$ cat src/hdl/ufir_pkg.sv
// Shared constants, types and state enumerations for the serial port data and interrupt block.
package ufir_pkg;

	// Register offsets on the three-bit host address.
	localparam logic [2:0] OFF_DATA = 3'h0;
	localparam logic [2:0] OFF_IER  = 3'h1;
	localparam logic [2:0] OFF_FIFO = 3'h2;

	// Interrupt enable field positions.
	localparam int IER_RDA  = 0;
	localparam int IER_THRE = 1;
	localparam int IER_LS   = 2;
	localparam int IER_MS   = 3;

	// FIFO control field positions.
	localparam int FCR_EN       = 0;
	localparam int FCR_RX_FLUSH = 1;
	localparam int FCR_TX_FLUSH = 2;
	localparam int FCR_TRIG_LO  = 6;
	localparam int FCR_TRIG_HI  = 7;

	// Identification codes on bits 3:0.
	localparam logic [3:0] ID_NONE = 4'h1;
	localparam logic [3:0] ID_LS   = 4'h6;
	localparam logic [3:0] ID_RDA  = 4'h4;
	localparam logic [3:0] ID_TMO  = 4'hc;
	localparam logic [3:0] ID_THRE = 4'h2;
	localparam logic [3:0] ID_MS   = 4'h0;

	// Receive trigger levels in bytes.
	localparam logic [4:0] TRIG_0 = 5'h01;
	localparam logic [4:0] TRIG_1 = 5'h04;
	localparam logic [4:0] TRIG_2 = 5'h08;
	localparam logic [4:0] TRIG_3 = 5'h0e;

	// Reset values.
	localparam logic [3:0] IER_RESET  = 4'h0;
	localparam logic [1:0] TRIG_RESET = 2'h0;

	// Geometry and timing in ticks of the 16x baud strobe.
	localparam int DATA_W        = 8;
	localparam int FIFO_DEPTH    = 16;
	localparam int FIFO_AW       = 4;
	localparam int OVERSAMPLE    = 16;
	localparam int BITS_PER_CHAR = 10;
	localparam int TIMEOUT_CHARS = 4;
	localparam logic [3:0] MID_TICK  = 4'h7;
	localparam logic [3:0] LAST_TICK = 4'hf;
	localparam logic [9:0] TIMEOUT_TICKS = 10'(TIMEOUT_CHARS * BITS_PER_CHAR * OVERSAMPLE);

	typedef struct packed {
		logic       wr;
		logic       rd;
		logic [2:0] addr;
		logic [7:0] wdata;
	} ufir_host_req_s;

	typedef enum logic [1:0] {RX_IDLE, RX_START, RX_DATA, RX_STOP} ufir_rx_e;
	typedef enum logic [1:0] {TX_IDLE, TX_START, TX_DATA, TX_STOP} ufir_tx_e;

endpackage

$ cat src/hdl/ufir_fifo.sv
// Byte FIFO with flush and a one-entry mode for non-FIFO operation.
`timescale 1ns/1ps
module ufir_fifo #(
	parameter int WIDTH = 8,
	parameter int DEPTH = 16,
	parameter int AW    = 4
) (
	input  wire logic             clk,
	input  wire logic             rst,
	input  wire logic             flush,
	input  wire logic             one_deep,
	input  wire logic             in_valid,
	output logic                  in_ready,
	input  wire logic [WIDTH-1:0] in_data,
	output logic                  out_valid,
	input  wire logic             out_ready,
	output logic [WIDTH-1:0]      out_data,
	output logic [AW:0]           count
);
	localparam logic [AW:0] DEPTH_C = (AW+1)'(DEPTH);

	logic [WIDTH-1:0] mem [DEPTH];
	logic [AW-1:0]    wptr_q;
	logic [AW-1:0]    rptr_q;
	logic [AW:0]      count_q;
	wire              push = in_valid & in_ready;
	wire              pop  = out_valid & out_ready;

	// In non-FIFO mode only one entry is usable, which gives the plain holding register.
	assign in_ready  = one_deep ? (count_q == '0) : (count_q != DEPTH_C);
	assign out_valid = count_q != '0;
	assign out_data  = mem[rptr_q];
	assign count     = count_q;

	always_ff @(posedge clk or posedge rst) begin
		if (rst) begin
			wptr_q  <= '0;
			rptr_q  <= '0;
			count_q <= '0;
		end else if (flush) begin
			wptr_q  <= '0;
			rptr_q  <= '0;
			count_q <= '0;
		end else begin
			wptr_q  <= wptr_q + AW'(push);
			rptr_q  <= rptr_q + AW'(pop);
			count_q <= count_q + (AW+1)'(push) - (AW+1)'(pop);
		end
	end

	always_ff @(posedge clk) begin
		if (push && !flush) begin
			mem[wptr_q] <= in_data;
		end
	end
endmodule

$ cat src/hdl/ufir_uart.sv
// Serial port data path, FIFO control and prioritised interrupt identification.
`timescale 1ns/1ps
// What this block does
// - Receive bits LSB first in hidden shifter, then move byte to holding register.
// - Load transmit shifter from holding only after previous byte fully sent, LSB first.
// - Enable bit 0 allows received-data and, in FIFO mode, timeout interrupts.
// - Enable bit 1 allows the transmitter-holding-empty interrupt.
// - Enable bit 2 allows the receiver line status interrupt.
// - Enable bit 3 allows modem status interrupt; enable bits 7:4 read zero.
// - All enables clear: no interrupt, identification reports none.
// - FIFO control bit 0 enables both FIFOs; clearing it disables and flushes them.
// - FIFO control bit 1 flushes receive FIFO, not the shifter; self-clearing.
// - FIFO control bit 2 flushes transmit FIFO, not the shifter; self-clearing.
// - FIFO control bit 3 does nothing; bits 4 and 5 reserved.
// - FIFO control bits 7:6 select receive trigger of 1, 4, 8 or 14 bytes.
// - Priority: line status, received data or timeout, transmit empty, modem status.
// - Identification value held steady while the host is reading it.
// - Identification bit 0 is zero when an enabled interrupt is pending.
// - Identification codes: 0001, 0110, 0100, 1100, 0010, 0000.
// - Identification bit 3 zero outside FIFO mode; set with bit 2 on timeout.
// - Identification bits 7:6 are one when FIFOs enabled; bits 5:4 zero.
// - Timeout after four idle character times with data waiting; receive read clears.
// - Received-data interrupt clears on read or level below trigger.
// - Transmit-empty interrupt clears on identification read reporting it, or holding write.
// - Divisor latch select high moves offsets 0 and 1 to the divisor.
// - Interrupt output driven only while the output gate bit is one.
module ufir_uart (
	input  wire logic                    clk,
	input  wire logic                    rst,
	input  wire ufir_pkg::ufir_host_req_s host_req,
	output logic [7:0]                   rdata,
	input  wire logic                    divisor_latch_select,
	input  wire logic                    irq_output_gate,
	input  wire logic                    line_status_event,
	input  wire logic                    modem_status_event,
	input  wire logic                    baud16_tick,
	input  wire logic                    rxd,
	output logic                         txd,
	output logic                         irq,
	output logic                         rx_overrun
);
	function automatic logic [4:0] trig_bytes(input logic [1:0] sel);
		case (sel)
			2'h0:    trig_bytes = ufir_pkg::TRIG_0;
			2'h1:    trig_bytes = ufir_pkg::TRIG_1;
			2'h2:    trig_bytes = ufir_pkg::TRIG_2;
			default: trig_bytes = ufir_pkg::TRIG_3;
		endcase
	endfunction

	// Host access: a request acts once, on the first cycle that its strobe is high.
	logic       rd_prev_q;
	logic       wr_prev_q;
	logic [7:0] rdata_q;
	logic [3:0] ier_q;
	logic       fifo_en_q;
	logic [1:0] trig_q;
	logic [3:0] id_frozen_q;
	logic       thre_q;
	logic       tx_empty_prev_q;
	logic       ier_thre_prev_q;
	logic       irq_q;
	logic       overrun_q;
	logic [9:0] to_cnt_q;

	wire rd_start = host_req.rd & ~rd_prev_q;
	wire wr_start = host_req.wr & ~wr_prev_q;
	wire sel_data = (host_req.addr == ufir_pkg::OFF_DATA) & ~divisor_latch_select;
	wire sel_ier  = (host_req.addr == ufir_pkg::OFF_IER) & ~divisor_latch_select;
	wire sel_fifo = host_req.addr == ufir_pkg::OFF_FIFO;

	wire thr_wr  = wr_start & sel_data;
	wire ier_wr  = wr_start & sel_ier;
	wire fcr_wr  = wr_start & sel_fifo;
	wire rbr_rd  = rd_start & sel_data;
	wire iir_rd  = rd_start & sel_fifo;

	wire en_change = fcr_wr & (host_req.wdata[ufir_pkg::FCR_EN] != fifo_en_q);
	// other bits honoured only with bit 0 set
	wire fcr_prog  = fcr_wr & host_req.wdata[ufir_pkg::FCR_EN];
	// receive flush is a pulse, so it clears itself
	wire rx_flush  = en_change | (fcr_prog & host_req.wdata[ufir_pkg::FCR_RX_FLUSH]);
	// transmit flush is a pulse, so it clears itself
	wire tx_flush  = en_change | (fcr_prog & host_req.wdata[ufir_pkg::FCR_TX_FLUSH]);

	// Receive path.
	ufir_pkg::ufir_rx_e rx_state_q;
	logic [3:0]         rx_tick_q;
	logic [2:0]         rx_bit_q;
	logic [7:0]         rx_shift_q;
	logic               rx_push;
	logic               rx_ready;
	logic               rx_valid;
	logic [7:0]         rx_data;
	logic [4:0]         rx_count;

	wire rx_pop = rbr_rd & rx_valid;

	ufir_fifo #(
		.WIDTH(ufir_pkg::DATA_W),
		.DEPTH(ufir_pkg::FIFO_DEPTH),
		.AW   (ufir_pkg::FIFO_AW)
	) u_rx_fifo (
		.clk      (clk),
		.rst      (rst),
		.flush    (rx_flush),
		.one_deep (~fifo_en_q),
		.in_valid (rx_push),
		.in_ready (rx_ready),
		.in_data  (rx_shift_q),
		.out_valid(rx_valid),
		.out_ready(rbr_rd),
		.out_data (rx_data),
		.count    (rx_count)
	);

	always_ff @(posedge clk or posedge rst) begin
		if (rst) begin
			rx_state_q <= ufir_pkg::RX_IDLE;
			rx_tick_q  <= '0;
			rx_bit_q   <= '0;
			rx_shift_q <= '0;
			rx_push    <= 1'b0;
		end else begin
			rx_push <= 1'b0;
			if (baud16_tick) begin
				rx_tick_q <= rx_tick_q + 4'h1;
				case (rx_state_q)
					ufir_pkg::RX_IDLE: begin
						rx_tick_q <= '0;
						if (!rxd) begin
							rx_state_q <= ufir_pkg::RX_START;
						end
					end
					ufir_pkg::RX_START: begin
						// Recentre on mid-bit so data samples fall in the middle of each bit.
						if (rx_tick_q == ufir_pkg::MID_TICK) begin
							rx_tick_q  <= '0;
							rx_bit_q   <= '0;
							rx_state_q <= rxd ? ufir_pkg::RX_IDLE : ufir_pkg::RX_DATA;
						end
					end
					ufir_pkg::RX_DATA: begin
						if (rx_tick_q == ufir_pkg::LAST_TICK) begin
							rx_shift_q <= {rxd, rx_shift_q[7:1]};
							rx_bit_q   <= rx_bit_q + 3'h1;
							if (rx_bit_q == 3'h7) begin
								rx_state_q <= ufir_pkg::RX_STOP;
							end
						end
					end
					ufir_pkg::RX_STOP: begin
						if (rx_tick_q == ufir_pkg::LAST_TICK) begin
							rx_push    <= 1'b1;
							rx_state_q <= ufir_pkg::RX_IDLE;
						end
					end
					default: rx_state_q <= ufir_pkg::RX_IDLE;
				endcase
			end
		end
	end

	// Transmit path.
	ufir_pkg::ufir_tx_e tx_state_q;
	logic [3:0]         tx_tick_q;
	logic [2:0]         tx_bit_q;
	logic [7:0]         tx_shift_q;
	logic               txd_q;
	logic               tx_ready;
	logic               tx_valid;
	logic [7:0]         tx_data;
	logic [4:0]         tx_count;

	// shifter takes a byte only when idle
	wire tx_load = (tx_state_q == ufir_pkg::TX_IDLE) & tx_valid;

	ufir_fifo #(
		.WIDTH(ufir_pkg::DATA_W),
		.DEPTH(ufir_pkg::FIFO_DEPTH),
		.AW   (ufir_pkg::FIFO_AW)
	) u_tx_fifo (
		.clk      (clk),
		.rst      (rst),
		.flush    (tx_flush),
		.one_deep (~fifo_en_q),
		.in_valid (thr_wr),
		.in_ready (tx_ready),
		.in_data  (host_req.wdata),
		.out_valid(tx_valid),
		.out_ready(tx_load),
		.out_data (tx_data),
		.count    (tx_count)
	);

	always_ff @(posedge clk or posedge rst) begin
		if (rst) begin
			tx_state_q <= ufir_pkg::TX_IDLE;
			tx_tick_q  <= '0;
			tx_bit_q   <= '0;
			tx_shift_q <= '0;
		end else if (tx_load) begin
			tx_shift_q <= tx_data;
			tx_tick_q  <= '0;
			tx_bit_q   <= '0;
			tx_state_q <= ufir_pkg::TX_START;
		end else if (baud16_tick) begin
			tx_tick_q <= tx_tick_q + 4'h1;
			if (tx_tick_q == ufir_pkg::LAST_TICK) begin
				case (tx_state_q)
					ufir_pkg::TX_START: tx_state_q <= ufir_pkg::TX_DATA;
					ufir_pkg::TX_DATA: begin
						tx_shift_q <= {1'b0, tx_shift_q[7:1]};
						tx_bit_q   <= tx_bit_q + 3'h1;
						if (tx_bit_q == 3'h7) begin
							tx_state_q <= ufir_pkg::TX_STOP;
						end
					end
					ufir_pkg::TX_STOP: tx_state_q <= ufir_pkg::TX_IDLE;
					default:           tx_state_q <= ufir_pkg::TX_IDLE;
				endcase
			end
		end
	end

	wire txd_d = (tx_state_q == ufir_pkg::TX_START) ? 1'b0 :
	             (tx_state_q == ufir_pkg::TX_DATA) ? tx_shift_q[0] : 1'b1;

	// Character timeout counter, counted in 16x ticks.
	// restarts on any push or pop
	wire to_restart = rx_push | rx_pop | ~rx_valid | ~fifo_en_q | rx_flush;
	wire to_hit     = to_cnt_q == ufir_pkg::TIMEOUT_TICKS;

	always_ff @(posedge clk or posedge rst) begin
		if (rst) begin
			to_cnt_q <= '0;
		end else if (to_restart) begin
			to_cnt_q <= '0;
		end else if (baud16_tick && !to_hit) begin
			to_cnt_q <= to_cnt_q + 10'h001;
		end
	end

	// Interrupt sources after enabling.
	wire [4:0] trig_lvl = fifo_en_q ? trig_bytes(trig_q) : 5'h01;
	wire src_ls   = ier_q[ufir_pkg::IER_LS] & line_status_event;
	// received data as a level against the trigger
	wire src_rda  = ier_q[ufir_pkg::IER_RDA] & (rx_count >= trig_lvl);
	wire src_tmo  = ier_q[ufir_pkg::IER_RDA] & fifo_en_q & to_hit;
	// transmit empty source
	// The flag alone could report a holding register that a write has just refilled.
	wire tx_empty = tx_count == '0;
	wire src_thre = ier_q[ufir_pkg::IER_THRE] & thre_q & tx_empty;
	wire src_ms   = ier_q[ufir_pkg::IER_MS] & modem_status_event;

	wire [3:0] id_live = src_ls   ? ufir_pkg::ID_LS   :
	                     src_rda  ? ufir_pkg::ID_RDA  :
	                     src_tmo  ? ufir_pkg::ID_TMO  :
	                     src_thre ? ufir_pkg::ID_THRE :
	                     src_ms   ? ufir_pkg::ID_MS   : ufir_pkg::ID_NONE;

	// hold the code through the read
	wire       iir_busy  = host_req.rd & rd_prev_q & sel_fifo;
	wire [3:0] id_shown  = iir_busy ? id_frozen_q : id_live;
	// pending when bit 0 is low
	wire       any_pend  = ~id_live[0];

	// cleared by a holding write or by reading it as the reported source
	wire thre_clr  = thr_wr | (iir_rd & (id_live == ufir_pkg::ID_THRE));
	wire thre_set  = (tx_empty & ~tx_empty_prev_q) |
	                 (tx_empty & ier_q[ufir_pkg::IER_THRE] & ~ier_thre_prev_q);
	// A new empty event in the same cycle as a clear is kept.
	wire thre_d    = thre_set | (thre_q & ~thre_clr);

	// FIFO flags on bits 7:6, bits 5:4 zero
	wire [7:0] iir_val = {fifo_en_q, fifo_en_q, 2'b00, id_shown};
	wire [7:0] ier_val = {4'h0, ier_q};
	// Offsets 0 and 1 under divisor select belong to the divisor and read zero here.
	wire [7:0] rd_mux  = sel_data ? (rx_valid ? rx_data : 8'h00) :
	                     sel_ier  ? ier_val :
	                     sel_fifo ? iir_val : 8'h00;

	// Host strobe edges and read data.
	// Read data is captured once at read start, so a held strobe cannot pop twice.
	always_ff @(posedge clk or posedge rst) begin
		if (rst) begin
			rd_prev_q <= 1'b0;
			wr_prev_q <= 1'b0;
			rdata_q   <= 8'h00;
		end else begin
			rd_prev_q <= host_req.rd;
			wr_prev_q <= host_req.wr;
			if (rd_start) begin
				rdata_q <= rd_mux;
			end
		end
	end

	// Interrupt enable and FIFO control.
	always_ff @(posedge clk or posedge rst) begin
		if (rst) begin
			ier_q     <= ufir_pkg::IER_RESET;
			fifo_en_q <= 1'b0;
			trig_q    <= ufir_pkg::TRIG_RESET;
		end else begin
			if (ier_wr) begin
				ier_q <= host_req.wdata[3:0];
			end
			if (fcr_wr) begin
				fifo_en_q <= host_req.wdata[ufir_pkg::FCR_EN];
			end
			// only trigger bits stored; bits 5:3 have no effect
			if (fcr_prog) begin
				trig_q <= host_req.wdata[ufir_pkg::FCR_TRIG_HI:ufir_pkg::FCR_TRIG_LO];
			end
		end
	end

	always_ff @(posedge clk or posedge rst) begin
		if (rst) begin
			id_frozen_q <= ufir_pkg::ID_NONE;
		end else if (iir_rd) begin
			id_frozen_q <= id_live;
		end
	end

	// Transmit-empty flag and its edge detectors.
	always_ff @(posedge clk or posedge rst) begin
		if (rst) begin
			thre_q          <= 1'b0;
			tx_empty_prev_q <= 1'b1;
			ier_thre_prev_q <= 1'b0;
		end else begin
			thre_q          <= thre_d;
			tx_empty_prev_q <= tx_empty;
			ier_thre_prev_q <= ier_q[ufir_pkg::IER_THRE];
		end
	end

	// Registered pin outputs.
	// The overrun pulse marks a byte dropped because the receive side was full.
	always_ff @(posedge clk or posedge rst) begin
		if (rst) begin
			irq_q     <= 1'b0;
			overrun_q <= 1'b0;
			txd_q     <= 1'b1;
		end else begin
			txd_q     <= txd_d;
			overrun_q <= rx_push & ~rx_ready;
			irq_q     <= any_pend & irq_output_gate;
		end
	end

	assign rdata      = rdata_q;
	assign txd        = txd_q;
	assign irq        = irq_q;
	assign rx_overrun = overrun_q;
endmodule

$ cat config.mk
export PLATFORM = sky130hd
export DESIGN_NAME = ufir_uart
export DESIGN_NICKNAME = d
export VERILOG_FILES = /design/src/hdl/ufir_pkg.sv /design/src/hdl/ufir_fifo.sv /design/src/hdl/ufir_uart.sv
export SDC_FILE = /design/constraint.sdc
export NUM_CORES = 1
export LEC_CHECK = 0
export ABC_AREA = 1
export BUFFER_PORTS_ARGS = -buffer_cell sky130_fd_sc_hd__clkbuf_2
export CORE_ASPECT_RATIO = 1.25
export CORE_MARGIN = 5
export CORE_UTILIZATION = 60
export DETAILED_ROUTE_END_ITERATION = 8
export GPL_ROUTABILITY_DRIVEN = 1
export PLACE_DENSITY = 0.87
export SLEW_MARGIN = 30
export SYNTH_ARGS = -nofsm -noshare
export SYNTH_HDL_FRONTEND = slang
export SYNTH_SLANG_ARGS = --single-unit
$ cat constraint.sdc
create_clock -name clk -period 4.25 [get_ports clk]
set_input_delay 0.85 -clock clk [delete_from_list [all_inputs] [get_ports clk]]
set_output_delay 0.85 -clock clk [all_outputs]
set_load 0.005 [all_outputs]
==> impl_metrics.tcl <==
set metrics [dict create \
    status "finished, final reports clean" \
    drt-total-wl_um 34400 \
    grt_pass1_wl_um 54260 \
    start_util 0.6102 \
    ir_drop_mv 0.4200 \
    synth_cells 1389 \
    ys_seq_elements 354 \
    finalPower_mw 9.494 \
    yosysMostFrequentCell "edfxtp_1" \
    multiInputGateArea_mm2 0.004509 \
    grt_overflow 0 \
    drc 0 \
    drt-initial-drc-count 1085 \
    maxCapViolations 0 \
    ys_async_sr_fraction 0.2768 \
    met2_usage 0.4033 \
    post-route-period-util 0.6924 \
    hold_violations 0 \
    fillers 1800 \
    yosysTopAreaCell "edfxtp_1" \
    grt_max_degree 72 \
    yosysSeqAreaShare 0.6572 \
    yosys_warnings 0 \
    cts_buffers 31 \
    max_freq_mhz 339.8 \
    root_buffer "clkbuf_16" \
    required_ps 4680 \
    min_path_type "primary input to asynchronous set/reset pin" \
    die_y_um 189.3 \
    p_leak_nw 6.234 \
    cts_tree "done" \
    rrSetupSlack_ps 1310 \
    via_count 10490 \
    worst_pin_slew_ps 950.3 \
    grt_use_met1 0.3009 \
    fin_nets 1464 \
    synthTopCellsByCount "edfxtp_1, nor2_1, nand2_1, o21ai_0, inv_1" \
    vias_per_cell 5.948 \
    worstReg2RegEnd "u_rx_fifo.count[4]" \
    port-buffer-count 31 \
    dp_hpwl_um 22590 \
    cts_sinks 354 \
    antenna_left 0 \
    postCtsSetupBuffers 0 \
    path_max_fanout 9 \
    io_pins 32 \
    finalSetupViolations 0 \
    diodes 0 \
    drive_above_1_share 0.09657 \
    syn2layout_area_growth_pct 8.439 \
    critPathArrivalTime_ps 3380 \
    grt_pass1_vias 10270 \
    drt-wirelength-per-cell_um 19.50 \
    cp-end-kind "register" \
    grt_setup_unrepaired "false" \
    fin_skew_ps 23.89 \
    core_area_mm2 0.02529 \
    netlist_area_mm2 0.01543 \
    holdBufCountCts 0 \
    clk-insertion-delay-late_ps 570 \
    first_pass_iters 6 \
    cp-start-kind "register" \
    synthTopCellsByArea "edfxtp_1, dfrtp_1, nor2_1" \
    preCtsSetupSlack_ps 882.9 \
    die_area_mm2 0.02905 \
    cts_resized 0 \
    period_minus_slack_ps 2943 \
    grtUsageMet3 0.02812 \
    htree_levels 1 \
    setup_tns_ps 0 \
    relSlewSlack 0.3665 \
    gr-usage-all-layers 0.2347 \
    fin_ws_ps 1307 \
    fin_util 0.6617 \
    avgSynthCellArea_um2 11.11 \
    cts_buffer_depth 3 \
    r2r_start "u_rx_fifo.count[2]" \
    place.gp.congestion 0.9749 \
    seqCellArea_mm2 0.01015 \
    synth_edf_count 256 \
    rows 65 \
    holdWs_ps 356.4 \
    startpoint "u_rx_fifo.count[2]" \
    grt.busiest_layer "met2" \
    chipWidth_um 153.5 \
    synth_top_area_frac 0.4981 \
    antenna_found_initial 0 \
    crit_type "register to register" \
    syn_nets 1447 \
    synth_flop_cell "edfxtp_1" \
    ys_types 52 \
    r2r_cells 18 \
    p_per_area_mw_per_mm2 567.2 \
    timing.final.max_slew_violations 0 \
    clk_pin_slew_ps 70 \
]
==> sequential cells by signal (all words and copies together), names as in the netlist, 2 cells and up, named ones only <==
name,count
tx_tick_q,4
u_rx_fifo.rptr_q,4
rx_tick_q,4
to_cnt_q,10
trig_q,2
u_tx_fifo.wptr_q,4
rx_shift_q,8
ier_q,4
u_tx_fifo.rptr_q,4
u_rx_fifo.wptr_q,4
tx_state_q,2
u_rx_fifo.count,5
rdata,8
rx_bit_q,3
u_tx_fifo.count,5
u_rx_fifo.mem,128
tx_shift_q,8
u_tx_fifo.mem,128
id_frozen_q,4
tx_bit_q,3
==> metal layers <==
layer | vias up | routed length, um
li1 | 4832 | -
met1 | 4980 | 12780
met2 | 556 | 17220
met3 | 125 | 2658
met4 | 0 | 1746
met5 | - | 0
==> how the worst max path moves through the flow <==
stage                                  to  slack [ps]  cells after the start
6_report               u_rx_fifo.count[4]        1310                     18
5_1_grt                u_rx_fifo.count[4]        1080                     18
4_1_cts                u_rx_fifo.count[4]        1360                     18
3_5_place_dp           u_rx_fifo.count[4]         880                     16
3_3_place_gp           u_rx_fifo.count[4]         960                     17
2_1_floorplan  asynchronous set/reset pin         840                      1
==> worst max-delay path, stage by stage (launching register included) <==
cell	delay, ps
dfrtp_1	390
inv_1	80
ha_1	210
nand2_2	70
nor2_2	40
nand2_1	100
nand2_2	80
nor2_2	390
ha_1	190
inv_1	40
ha_1	200
fa_1	400
nand2_1	80
inv_1	60
nor2_1	90
nor2_1	50
nor2_1	110
xor2_1	150
nor2_1	60
==> metrics by stage <==
stage          area, um^2  std cells
6_report            16740       1764
5_1_grt             16740       1764
4_1_cts             16730       1764
3_5_place_dp        15750       1708
3_3_place_gp        15750       1708
2_1_floorplan       15430       1389
==> final cells by class <==
class,count,area share
well taps,335,0.02504
clock inverters,17,0.008672
clock buffers,39,0.04994
repair buffers,40,0.01331
multi-input cells,860,0.2694
inverters,119,0.02736
flip-flops and latches,354,0.6063
==> kinds of logic after synthesis <==
group | share of synthesized area
DFF | 0.6572
xor gates and xnor gates | 0.01135
AOI/OAI and AO/OA | 0.09720
and+or+nand+nor | 0.1497
adders and majority gates | 0.03097
muxes | 0.002918
buffers and inverters | 0.05067
==> layout by cell type, fill, tap and decap left out, types with 4 or more instances in the layout <==
cell	Yosys	final
o221ai_1	23	23
a21oi_1	31	31
o21ai_1	10	10
nor2_2	8	8
clkinv_2	0	7
o22ai_1	13	13
nand4_1	7	7
nand2_1	173	173
xnor2_1	7	7
clkbuf_16	0	31
clkinv_1	2	7
clkbuf_2	2	31
nand2_2	6	6
nor2_1	245	245
nand3_1	74	74
buf_4	7	9
mux2_2	4	4
o211ai_1	24	24
inv_2	7	6
edfxtp_1	256	256
xor2_1	13	13
clkbuf_1	15	5
nor3_1	9	9
ha_1	35	35
dfrtp_1	95	92
o21ai_0	146	146
inv_1	108	107
==> power by group <==
group | switching (mW) | leakage [nW] | internal (mW) | total, mW
logic | 1.75 | 2.52 | 0.816 | 2.57
registers | 0.255 | 3.23 | 3.95 | 4.20
clock network | 1.21 | 0.484 | 1.51 | 2.72
Note: power is estimated with default switching activity, not from simulation.
